<file path="src/cmpctl_pkg.sv">
package cmpctl_pkg;
   // register indices; byte address is four times the index
   localparam logic [7:0] IDX_CMP_CTL   = 8'h50;
   localparam logic [7:0] IDX_CONV_B    = 8'h7B;
   localparam logic [7:0] IDX_CONV_CHAN = 8'h7C;
   localparam logic [7:0] IDX_PIN_BUF   = 8'h7D;
   localparam logic [7:0] IDX_IRQ_STAT  = 8'h7E;
   localparam logic [7:0] IDX_IRQ_MASK  = 8'h7F;
   localparam int         ADDR_W        = 12;
   // comparator control/status fields
   localparam int BIT_OFF      = 7;
   localparam int BIT_REFSEL   = 6;
   localparam int BIT_RESULT   = 5;
   localparam int BIT_FLAG     = 4;
   localparam int BIT_IE       = 3;
   localparam int BIT_ROUTE    = 2;
   localparam int BIT_MODE_HI  = 1;
   localparam int BIT_MODE_LO  = 0;
   // converter control b fields
   localparam int BIT_NEG_MUX  = 6;
   localparam int TRIG_HI      = 2;
   // converter channel register fields (enable and channel)
   localparam int BIT_CONV_EN  = 7;
   localparam int CHAN_HI      = 2;
   // pin buffer disable fields
   localparam int BIT_NEG_BUF  = 1;
   localparam int BIT_POS_BUF  = 0;
   // interrupt status / mask layout
   localparam int IRQ_BITS     = 2;
   localparam int BIT_IRQ_EVT  = 0;
   localparam int BIT_IRQ_CHG  = 1;
   // reset values
   localparam logic [7:0] RST_CMP_CTL   = 8'h00;
   localparam logic [7:0] RST_CONV_B    = 8'h00;
   localparam logic [7:0] RST_CONV_CHAN = 8'h00;
   localparam logic [7:0] RST_PIN_BUF   = 8'h00;
   localparam logic [IRQ_BITS-1:0] RST_IRQ = 2'h0;
   // interrupt mode select encodings
   localparam logic [1:0] MODE_TOGGLE  = 2'h0;
   localparam logic [1:0] MODE_RSVD    = 2'h1;
   localparam logic [1:0] MODE_FALL    = 2'h2;
   localparam logic [1:0] MODE_RISE    = 2'h3;
   // synchroniser depth in system clocks
   localparam int SYNC_STAGES  = 2;
endpackage

</file>
<file path="src/cmpctl_top.sv">
// Overview of operation
// - result high when positive exceeds negative
// - mux on, converter off: channel N negative
// - otherwise dedicated negative pin is used
// - comparator-off bit removes comparator power
// - reference select feeds bandgap to positive
// - result synchronised, two cycles
// - event flag set on selected edge
// - vector execution clears event flag
// - writing one clears flag, zero keeps
// - request needs enable and global bit
// - mode: toggle, reserved, falling, rising
// - capture route feeds timer capture input
// - route off: capture path disconnected
// - buffer-off bit disables buffer, reads zero
// - buffer register upper six bits read zero
`timescale 1ns/100ps
`default_nettype none
module cmpctl_top
   import cmpctl_pkg::*;
#(
   parameter int LVL_W = 10
) (
   // clock and reset
   input  wire logic                 clk,
   input  wire logic                 rst,
   // apb slave
   input  wire logic                 psel,
   input  wire logic                 penable,
   input  wire logic                 pwrite,
   input  wire logic [cmpctl_pkg::ADDR_W-1:0] paddr,
   input  wire logic [31:0]          pwdata,
   output logic                      pready,
   output logic [31:0]               prdata,
   output logic                      pslverr,
   // analog levels, sampled as numbers
   input  wire logic [LVL_W-1:0]     positive_input_pin,
   input  wire logic [LVL_W-1:0]     negative_input_pin,
   input  wire logic [8*LVL_W-1:0]   channel_level,
   input  wire logic [LVL_W-1:0]     bandgap_level,
   // processor side
   input  wire logic                 global_irq_enable,
   input  wire logic                 vector_ack,
   output logic                      comparator_irq_request,
   output logic                      irq,
   // analog control
   output logic                      comparator_powered,
   output logic                      neg_from_channel,
   // timer capture front end
   output logic                      capture_trigger,
   // digital pin buffers
   input  wire logic [1:0]           pin_digital_in,
   output logic [1:0]                pin_buffer_enable,
   output logic [1:0]                port_pin_value
);
   import cmpctl_pkg::*;

   logic [7:0]          cmp_ctl_r;
   logic [7:0]          conv_b_r;
   logic [7:0]          conv_chan_r;
   logic [1:0]          pin_buf_r;
   logic [IRQ_BITS-1:0] irq_stat_r;
   logic [IRQ_BITS-1:0] irq_stat_nxt;
   logic [IRQ_BITS-1:0] irq_mask_r;
   logic                flag_r;
   logic                flag_nxt;
   logic                sync1_r;
   logic                result_r;
   logic                prev_r;
   logic                capture_r;
   logic [1:0]          pin_val_r;

   function automatic logic [ADDR_W-3:0] reg_idx(input logic [7:0] i);
      reg_idx = (ADDR_W-2)'(i);
   endfunction

   function automatic logic [LVL_W-1:0] pick_chan(input logic [8*LVL_W-1:0] lv,
                                                  input logic [2:0] n);
      pick_chan = lv[n*LVL_W +: LVL_W];
   endfunction

   // bus decode
   wire                 access    = psel & penable;
   wire                 wr        = access & pwrite;
   wire                 rd        = access & ~pwrite;
   wire [ADDR_W-3:0]    idx       = paddr[ADDR_W-1:2];
   wire                 hit_ctl   = idx == reg_idx(IDX_CMP_CTL);
   wire                 hit_convb = idx == reg_idx(IDX_CONV_B);
   wire                 hit_chan  = idx == reg_idx(IDX_CONV_CHAN);
   wire                 hit_buf   = idx == reg_idx(IDX_PIN_BUF);
   wire                 hit_stat  = idx == reg_idx(IDX_IRQ_STAT);
   wire                 hit_mask  = idx == reg_idx(IDX_IRQ_MASK);
   wire                 mapped    = hit_ctl | hit_convb | hit_chan | hit_buf | hit_stat | hit_mask;

   // control fields
   wire                 cmp_off   = cmp_ctl_r[BIT_OFF];
   wire                 ref_sel   = cmp_ctl_r[BIT_REFSEL];
   wire                 irq_en    = cmp_ctl_r[BIT_IE];
   wire                 route_en  = cmp_ctl_r[BIT_ROUTE];
   wire [1:0]           mode      = cmp_ctl_r[BIT_MODE_HI:BIT_MODE_LO];
   wire                 mux_en    = conv_b_r[BIT_NEG_MUX];
   wire                 conv_en   = conv_chan_r[BIT_CONV_EN];
   wire [2:0]           chan_sel  = conv_chan_r[CHAN_HI:0];

   // input selection; the mux is used only while the converter enable bit is clear
   wire                 use_chan  = mux_en & ~conv_en;
   wire [LVL_W-1:0]     neg_level = use_chan ? pick_chan(channel_level, chan_sel)
                                             : negative_input_pin;
   wire [LVL_W-1:0]     pos_level = ref_sel ? bandgap_level : positive_input_pin;
   // an unpowered comparator reads low; toggling the off bit can therefore raise an edge
   wire                 raw_out   = ~cmp_off & (pos_level > neg_level);

   // edge detection on the synchronised result
   wire                 rise      = result_r & ~prev_r;
   wire                 fall      = ~result_r & prev_r;
   wire                 evt       = (mode == MODE_TOGGLE) ? (rise | fall)
                                  : (mode == MODE_FALL)   ? fall
                                  : (mode == MODE_RISE)   ? rise
                                  : 1'b0;

   // flag: hardware set beats either clear
   wire                 w1c_flag  = wr & hit_ctl & pwdata[BIT_FLAG];
   assign flag_nxt = evt | (flag_r & ~w1c_flag & ~vector_ack);

   // sticky status, cleared by reading it; a new event in that cycle survives
   wire [IRQ_BITS-1:0]  irq_src   = {rise | fall, evt};
   assign irq_stat_nxt = irq_src | (irq_stat_r & ~{IRQ_BITS{rd & hit_stat}});

   // read mux
   wire [7:0]           ctl_rd    = {cmp_ctl_r[7:6], result_r, flag_r, cmp_ctl_r[3:0]};
   wire [7:0]           convb_rd  = {1'b0, mux_en, 3'h0, conv_b_r[TRIG_HI:0]};
   wire [7:0]           buf_rd    = {6'h00, pin_buf_r};
   wire [7:0]           rd_byte   = hit_ctl   ? ctl_rd
                                  : hit_convb ? convb_rd
                                  : hit_chan  ? conv_chan_r
                                  : hit_buf   ? buf_rd
                                  : hit_stat  ? 8'(irq_stat_r)
                                  : hit_mask  ? 8'(irq_mask_r)
                                  : 8'h00;

   assign pready                 = 1'b1;
   assign pslverr                = access & ~mapped;
   assign prdata                 = {24'h000000, rd_byte};
   assign comparator_irq_request = flag_r & irq_en & global_irq_enable;
   assign irq                    = |(irq_stat_r & irq_mask_r);
   assign comparator_powered     = ~cmp_off;
   assign neg_from_channel       = use_chan;
   assign capture_trigger        = capture_r;
   assign pin_buffer_enable      = ~pin_buf_r;
   assign port_pin_value         = pin_val_r;

   // registers written by software
   always_ff @(posedge clk) begin
      if (rst) begin
         cmp_ctl_r   <= RST_CMP_CTL;
         conv_b_r    <= RST_CONV_B;
         conv_chan_r <= RST_CONV_CHAN;
         pin_buf_r   <= RST_PIN_BUF[1:0];
         irq_mask_r  <= RST_IRQ;
      end else if (wr) begin
         if (hit_ctl) begin
            cmp_ctl_r <= {pwdata[7:6], 2'h0, pwdata[3:0]};
         end
         if (hit_convb) begin
            conv_b_r <= {1'b0, pwdata[BIT_NEG_MUX], 3'h0, pwdata[TRIG_HI:0]};
         end
         if (hit_chan) begin
            conv_chan_r <= pwdata[7:0];
         end
         if (hit_buf) begin
            pin_buf_r <= pwdata[1:0];
         end
         if (hit_mask) begin
            irq_mask_r <= pwdata[IRQ_BITS-1:0];
         end
      end
   end

   // synchroniser; the first stage feeds only the second
   always_ff @(posedge clk) begin
      if (rst) begin
         sync1_r  <= 1'b0;
         result_r <= 1'b0;
         prev_r   <= 1'b0;
      end else begin
         sync1_r  <= raw_out;
         result_r <= sync1_r;
         prev_r   <= result_r;
      end
   end

   // flag, status, capture and pin outputs
   always_ff @(posedge clk) begin
      if (rst) begin
         flag_r     <= 1'b0;
         irq_stat_r <= RST_IRQ;
         capture_r  <= 1'b0;
         pin_val_r  <= 2'h0;
      end else begin
         flag_r     <= flag_nxt;
         irq_stat_r <= irq_stat_nxt;
         capture_r  <= route_en & result_r;
         pin_val_r  <= pin_digital_in & ~pin_buf_r;
      end
   end

   sync_lat_a: assert property (@(posedge clk) disable iff (rst)
      ##2 (result_r == $past(raw_out, 2)))
      else $error("result not two stages behind comparator");

   flag_set_a: assert property (@(posedge clk) disable iff (rst)
      (mode == MODE_RISE && result_r && !prev_r) |=> flag_r)
      else $error("rising edge did not set flag");

   mode_rsvd_a: assert property (@(posedge clk) disable iff (rst)
      (mode == MODE_RSVD && !flag_r) |=> !flag_r)
      else $error("reserved mode raised flag");

   flag_vec_a: assert property (@(posedge clk) disable iff (rst)
      (vector_ack && !evt) |=> !flag_r)
      else $error("vector did not clear flag");

   flag_w1c_a: assert property (@(posedge clk) disable iff (rst)
      (wr && hit_ctl && !pwdata[BIT_FLAG] && !vector_ack && flag_r) |=> flag_r)
      else $error("write of zero cleared flag");

   irq_req_a: assert property (@(posedge clk) disable iff (rst)
      comparator_irq_request |-> (flag_r && irq_en && global_irq_enable))
      else $error("request without enable or global bit");

   cap_off_a: assert property (@(posedge clk) disable iff (rst)
      (!route_en ##1 !$past(route_en)) |-> !capture_trigger)
      else $error("capture path driven while unrouted");

   cap_on_a: assert property (@(posedge clk) disable iff (rst)
      (route_en && result_r) |=> capture_trigger)
      else $error("routed result did not reach capture");

   pin_mask_a: assert property (@(posedge clk) disable iff (rst)
      $past(pin_buf_r[0]) |-> !port_pin_value[0])
      else $error("disabled pin read nonzero");

   buf_rsvd_a: assert property (@(posedge clk) disable iff (rst)
      (rd && hit_buf) |-> (prdata[31:2] == 30'h0))
      else $error("buffer register upper bits nonzero");

   mux_sel_a: assert property (@(posedge clk) disable iff (rst)
      (!mux_en || conv_en) |-> (neg_level == negative_input_pin))
      else $error("channel used while mux disabled");

   off_low_a: assert property (@(posedge clk) disable iff (rst)
      cmp_off [*3] |-> !result_r)
      else $error("result high while powered off");

   // input muxes, edge kinds and bus answers
   chan_sel_a: assert property (@(posedge clk) disable iff (rst)
      use_chan |-> (neg_level == pick_chan(channel_level, chan_sel)))
      else $error("selected channel not applied");

   ref_pos_a: assert property (@(posedge clk) disable iff (rst)
      ref_sel |-> (pos_level == bandgap_level))
      else $error("bandgap not applied to positive input");

   pin_pos_a: assert property (@(posedge clk) disable iff (rst)
      !ref_sel |-> (pos_level == positive_input_pin))
      else $error("positive pin not applied");

   cmp_high_a: assert property (@(posedge clk) disable iff (rst)
      (!cmp_off && (pos_level > neg_level)) |=> sync1_r)
      else $error("comparator low although positive higher");

   cmp_low_a: assert property (@(posedge clk) disable iff (rst)
      !(pos_level > neg_level) |=> !sync1_r)
      else $error("comparator high although positive not higher");

   pwr_off_a: assert property (@(posedge clk) disable iff (rst)
      cmp_off |-> !comparator_powered)
      else $error("comparator powered while off bit set");

   flag_fall_a: assert property (@(posedge clk) disable iff (rst)
      (mode == MODE_FALL && !result_r && prev_r) |=> flag_r)
      else $error("falling edge did not set flag");

   flag_tog_a: assert property (@(posedge clk) disable iff (rst)
      (mode == MODE_TOGGLE && (result_r != prev_r)) |=> flag_r)
      else $error("toggle did not set flag");

   flag_hold_a: assert property (@(posedge clk) disable iff (rst)
      (flag_r && !vector_ack && !(wr && hit_ctl)) |=> flag_r)
      else $error("flag lost without a clear");

   flag_clr_a: assert property (@(posedge clk) disable iff (rst)
      (wr && hit_ctl && pwdata[BIT_FLAG] && !evt) |=> !flag_r)
      else $error("write of one did not clear flag");

   rise_only_a: assert property (@(posedge clk) disable iff (rst)
      (mode == MODE_RISE && !flag_r && !(result_r && !prev_r)) |=> !flag_r)
      else $error("rising mode flagged another edge");

   fall_only_a: assert property (@(posedge clk) disable iff (rst)
      (mode == MODE_FALL && !flag_r && !(!result_r && prev_r)) |=> !flag_r)
      else $error("falling mode flagged another edge");

   req_on_a: assert property (@(posedge clk) disable iff (rst)
      (flag_r && irq_en && global_irq_enable) |-> comparator_irq_request)
      else $error("request missing while enabled");

   ie_off_a: assert property (@(posedge clk) disable iff (rst)
      !irq_en |-> !comparator_irq_request)
      else $error("request while enable clear");

   cap_follow_a: assert property (@(posedge clk) disable iff (rst)
      route_en |=> (capture_trigger == $past(result_r)))
      else $error("capture input does not follow result");

   buf_en_a: assert property (@(posedge clk) disable iff (rst)
      pin_buf_r[1] |-> !pin_buffer_enable[1])
      else $error("negative pin buffer left on");

   pin_neg_a: assert property (@(posedge clk) disable iff (rst)
      pin_buf_r[1] |=> !port_pin_value[1])
      else $error("disabled negative pin read nonzero");

   flag_quiet_a: assert property (@(posedge clk) disable iff (rst)
      ((result_r == prev_r) && !flag_r) |=> !flag_r)
      else $error("flag set without a result change");

   err_unmap_a: assert property (@(posedge clk) disable iff (rst)
      (access && !mapped) |-> (pslverr && (prdata == 32'h0)))
      else $error("unmapped access not refused");

   err_map_a: assert property (@(posedge clk) disable iff (rst)
      (access && mapped) |-> !pslverr)
      else $error("mapped access refused");
endmodule
`default_nettype wire

</file>
<file path="config.mk">
export PLATFORM = sky130hd
export DESIGN_NAME = cmpctl_top
export DESIGN_NICKNAME = d
export VERILOG_FILES = /design/src/cmpctl_pkg.sv /design/src/cmpctl_top.sv
export SDC_FILE = /design/constraint.sdc
export NUM_CORES = 1
export LEC_CHECK = 0
export BUFFER_PORTS_ARGS = -buffer_cell sky130_fd_sc_hd__buf_4
export CORE_MARGIN = 2
export CORE_UTILIZATION = 45
export CTS_BUF_LIST = sky130_fd_sc_hd__clkbuf_2
export DETAILED_ROUTE_END_ITERATION = 10
export GPL_TIMING_DRIVEN = 0
export PLACE_DENSITY = 0.89
export SLEW_MARGIN = 20
export SYNTH_ARGS = -nofsm -noshare
export SYNTH_HDL_FRONTEND = slang
export SYNTH_SLANG_ARGS = --single-unit
</file>
<file path="constraint.sdc">
create_clock -name clk -period 5.2 [get_ports clk]
set_clock_uncertainty 0.05 [all_clocks]
set_input_delay 1.04 -clock clk [delete_from_list [all_inputs] [get_ports clk]]
set_output_delay 1.04 -clock clk [all_outputs]
set_load 0.02 [all_outputs]
</file>
# Word-level counts from Yosys, hierarchy flattened
# Index checks and enable logic that the tools add are counted.
classes:
  mul: 1
  magnitude_cmp: 1
  eq_ne: 8
  n_shift: 1
  mux: 11
  bitwise_logic: 37
  reduce_logical: 7
ops:
  columns: ["cell", "n"]
  rows:
  - ["80-bit by 8-bit variable part select with 10-bit output", 1]
  - ["10-bit by 7-bit == test with 1-bit output, second input constant", 6]
  - ["8-bit two-way mux", 3]
  - ["10-bit two-way mux", 2]
  - ["1-bit AND", 16]
  - ["10-bit greater-than comparator", 1]
  - ["2-bit AND reduction", 5]
  - ["1-bit inverter", 8]
  - ["1-bit OR", 7]
  - ["2-bit AND", 3]
  - ["3-bit by 3-bit multiplier with 6-bit output, second input constant", 1]
  - ["2-bit two-way mux", 3]
  - ["2-bit == test, second input constant", 2]
  - ["2-bit inverter", 2]
  - ["1-bit two-way mux", 3]
  - ["2-bit logical NOT", 1]
  - ["2-bit OR", 1]
  - ["2-bit OR reduction", 1]
word_totals:
  reg_bits: 31
  input_bits: 163
  out_inout_bits: 43
  elab_cells: 78

# Logic depth before layout (Yosys ltp)
depth:
  ltp_word: 8
  mapped_depth: 10
  depth_no_buf: 9

# Worst setup path after synthesis
# OpenSTA, ideal clock, no wires.
synth_timing:
  path_kind: "in2out"
  from: "input port paddr[2] (netlist bit)"
  to: "output port prdata[0]"
  arrival_time_ns: 2.572
  required_time_ns: 4.110
  slack_ns: 1.538
  cell_stages: 6
  n_path_buf: 2
  path_cell_list: "buf_6 or4_4 nor3_1 buf_2 a211oi_1 a21oi_1"
synth_via:
  elab_chain_cells: 7
  word_cells_on_any_way: 12
  classes_between: "6 x eq/ne; 6 x mux"
synth_lines:
  columns: ["element", "line", "source"]
  rows:
  - ["from (decl)", "cmpctl_top.sv:31", "input wire logic [cmpctl_pkg::ADDR_W-1:0] paddr,"]
  - ["10-bit by 7-bit == test with 1-bit output", "cmpctl_top.sv:92", "wire hit_mask = idx == reg_idx(IDX_IRQ_MASK);"]
  - ["2-bit two-way mux", "cmpctl_top.sv:138", ": hit_mask ? 8'(irq_mask_r)"]
  - ["2-bit two-way mux", "cmpctl_top.sv:137", ": hit_stat ? 8'(irq_stat_r)"]
  - ["2-bit two-way mux", "cmpctl_top.sv:136", ": hit_buf ? buf_rd"]
  - ["8-bit two-way mux", "cmpctl_top.sv:135", ": hit_chan ? conv_chan_r"]
  - ["8-bit two-way mux", "cmpctl_top.sv:134", ": hit_convb ? convb_rd"]
  - ["8-bit two-way mux (*)", "cmpctl_top.sv:133", "wire [7:0] rd_byte = hit_ctl ? ctl_rd"]
  - ["to (decl)", "cmpctl_top.sv:34", "output logic [31:0] prdata,"]
# Mark *: on every way between the ends. The rest lies on a longest branch, timed or not.

# Worst setup path after layout
layout_timing:
  from: "input port paddr[4] (netlist bit)"
  to: "output port prdata[1]"
# The elaborated chain is that of the path after synthesis.

==> flow_metrics.py <==
metrics = {
    "critical_path": {
        "cp.required_ps": 4110,
        "worstPathArrival_ps": 2780,
        "cp_num_buf_inv": 3,
        "cpMostUsedCell": "buf_4",
        "cp_max_fo": 5,
        "criticalPathCategory": "in -> out",
        "slowest_stage": "nor3_1",
        "slowest_delay_ps": 550,
        "crit_family": "simple AND/OR/NAND/NOR gates",
        "cp_cell_sequence": "buf_4 > or3_1 > clkbuf_1 > nor3_1 > a211oi_1 > a21oi_1 > buf_4",
        "critPathCaptureType": "primary output",
        "worstSetupStartpointType": "input port",
    },
    "synthesis": {
        "synthTopCellsByCount": "mux2i_1 (33), dfxtp_1 (31), nor2_1 (26)",
        "synth-edff-count": 0,
        "yosysWarnings": 0,
        "synth_top_area_frac": 0.233,
        "synth_seq_cells": 31,
        "yosys_most_used_dff": "dfxtp_1",
        "ys_seq_area_frac": 0.233,
        "async_flop_share": 0,
        "ys_types": 42,
        "synth_area_sq_um": 2670,
        "syn_area_per_cell_sq_um": 9.73,
        "yosysTopAreaCell": "dfxtp_1",
        "synthTopCellsByArea": "dfxtp_1 (23%), mux4_2 (19%), mux2i_1 (12%), buf_4 (7.0%), ha_1 (5.6%)",
        "yosysMostFrequentCell": "mux2i_1",
        "postSynthCellCount": 274,
    },
    "final_layout": {
        "fin_area_sq_um": 4060,
        "nNetsFinal": 632,
        "finalNonFillerCells": 533,
        "synthToLayoutAreaGrowth_pct": 52.3,
        "drive_above_1_share": 0.491,
        "final_util": 0.698,
        "antenna_cells": 0,
    },
    "detailed_routing": {
        "viasPerCell": 5.20,
        "first_pass_iters": 4,
        "drt_iter0_markers": 187,
        "drt_wl_total_um": 8460,
        "drcViolationCount": 0,
        "dr_total_vias": 2773,
        "ant_nets": 0,
        "wire_per_inst_um": 15.9,
    },
    "cts": {
        "post_cts_buffers": 0,
        "clockBufferDepth": 2,
        "postCtsHoldBufs": 0,
        "cts_tree": "done",
        "postCtsResizedCells": 0,
        "root_buffer": "clkbuf_2",
        "clock_latency_ps": 360,
        "ctsHtreeMaxLevel": 2,
        "path_clk_slew_ps": 140,
        "cts.sinks": 31,
        "cts_inserted_buffers": 5,
    },
    "outcome": {
        "status": "complete, no violations",
    },
    "global_routing": {
        "grt-ovfl-total": 0,
        "grtUsageTotal": 0.241,
        "grt_pass1_vias": 2579,
        "grt_max_degree": 11,
        "grt_pass1_wl_um": 12100,
        "antenna_found_initial": 0,
    },
    "floorplanning": {
        "row_count": 28,
        "die_x_um": 81.0,
        "core_area_sq_um": 5820,
        "start_util": 0.458,
        "pin_count": 206,
        "dieHeight_um": 81.0,
        "dieArea_sq_um": 6550,
    },
    "sta": {
        "grt_setup_unrepaired": "no",
        "setup-tns-final_ps": 0,
        "worstMarginPinSlew_ps": 845,
        "max_clock_freq_mhz": 258,
        "final.setup.worst_slack_ps": 1330,
        "hold_viol_final": 0,
        "fin_hold_ws_ps": 415,
        "relSlewSlack": 0.432,
        "drv_slew": 0,
        "setup_viol": 0,
        "fin_crit_sh": 0.745,
        "period_needed_ps": 3870,
    },
    "run": {
        "maxCapViolations": 0,
    },
    "power": {
        "switchingPower_uw": 152,
        "clockPowerShare": 0.277,
        "vdd_drop_max_mv": 0.107,
        "p_leak_nw": 1.86,
        "p_int_uw": 429,
        "powerDensity_nw_per_um2": 143,
        "power_uw": 581,
        "combPwrFrac": 0.303,
        "seqPwrFrac": 0.420,
        "sw_frac_of_total": 0.261,
    },
    "placed_design": {
        "place_ws_ps": 1370,
        "place_inst": 525,
        "globalplace.congestion": 0.915,
        "dpl.hpwl_um": 7180,
        "dpl_cell_area_sq_um": 3990,
        "io_buffers": 153,
    },
    "worst_hold_path": {
        "hp-class": "reg -> reg",
    },
}
layout make-up:
type	instances	area [sq um]
Multi-Input combinational cell	215	1830
Tap cell	75	93.8
Sequential cell	31	621
Fill cell	470	1760
Timing Repair Buffer	153	1150
Clock buffer	5	25.0
Clock inverter	3	38.8
Buffer	40	255
Inverter	11	41.3
registers in the layout, summed over array words and instances (netlist names):
name             cells
capture_trigger      1
cmp_ctl_r            6
conv_b_r             4
conv_chan_r          8
flag_r               1
irq_mask_r           2
irq_stat_r           2
pin_buf_r            2
port_pin_value       2
prev_r               1
result_r             1
sync1_r              1
metal layers:
layer / global-route usage / wire, um
met3: 0.0456 / 657
met2: 0.402 / 4360
met5: 0 / 0
met1: 0.318 / 3350
met4: 0.0695 / 86
cells by family after synthesis:
logic type	after synthesis	share of synthesized area
buffers and inverters	51	0.111
flip-flops	31	0.233
AND/OR/NAND/NOR	75	0.159
AO/OA/AOI/OAI	39	0.0897
adder cells (fa/ha/maj)	12	0.0563
multiplexers	64	0.348
other	2	0.00282
placed cells by master, fill, tap and decap left out, types with 5 or more instances in the layout:
master	count
mux2_2	9
mux4_2	22
inv_1	11
clkbuf_2	5
a21oi_1	10
mux2i_1	33
nor2_1	26
buf_4	178
dfxtp_1	31
ha_1	12
clkbuf_1	8
conb_1	25
nand2_1	14
o21ai_0	16
a22o_1	5
final timing paths:
kind / from / to / slack [ps] / depth (start not counted)
min reg2reg: sync1_r$_SDFF_PP0_ / result_r$_SDFF_PP0_ / 420 / 1
max: paddr[4] / prdata[1] / 1330 / 7
max reg2reg: conv_chan_r[0]$_SDFFE_PP0P_ / sync1_r$_SDFF_PP0_ / 2280 / 9
min: sync1_r$_SDFF_PP0_ / result_r$_SDFF_PP0_ / 420 / 1
power groups by stage:
stage	logic, mW	registers, mW	clock network (mW)
finish	0.176	0.244	0.161
global route	0.190	0.244	0.174
global placement	0.169	0.249	0
detailed placement	0.174	0.249	0
floorplan	0.0786	0.249	0
CTS	0.175	0.244	0.163
Note: power is estimated with default switching activity, not from simulation.
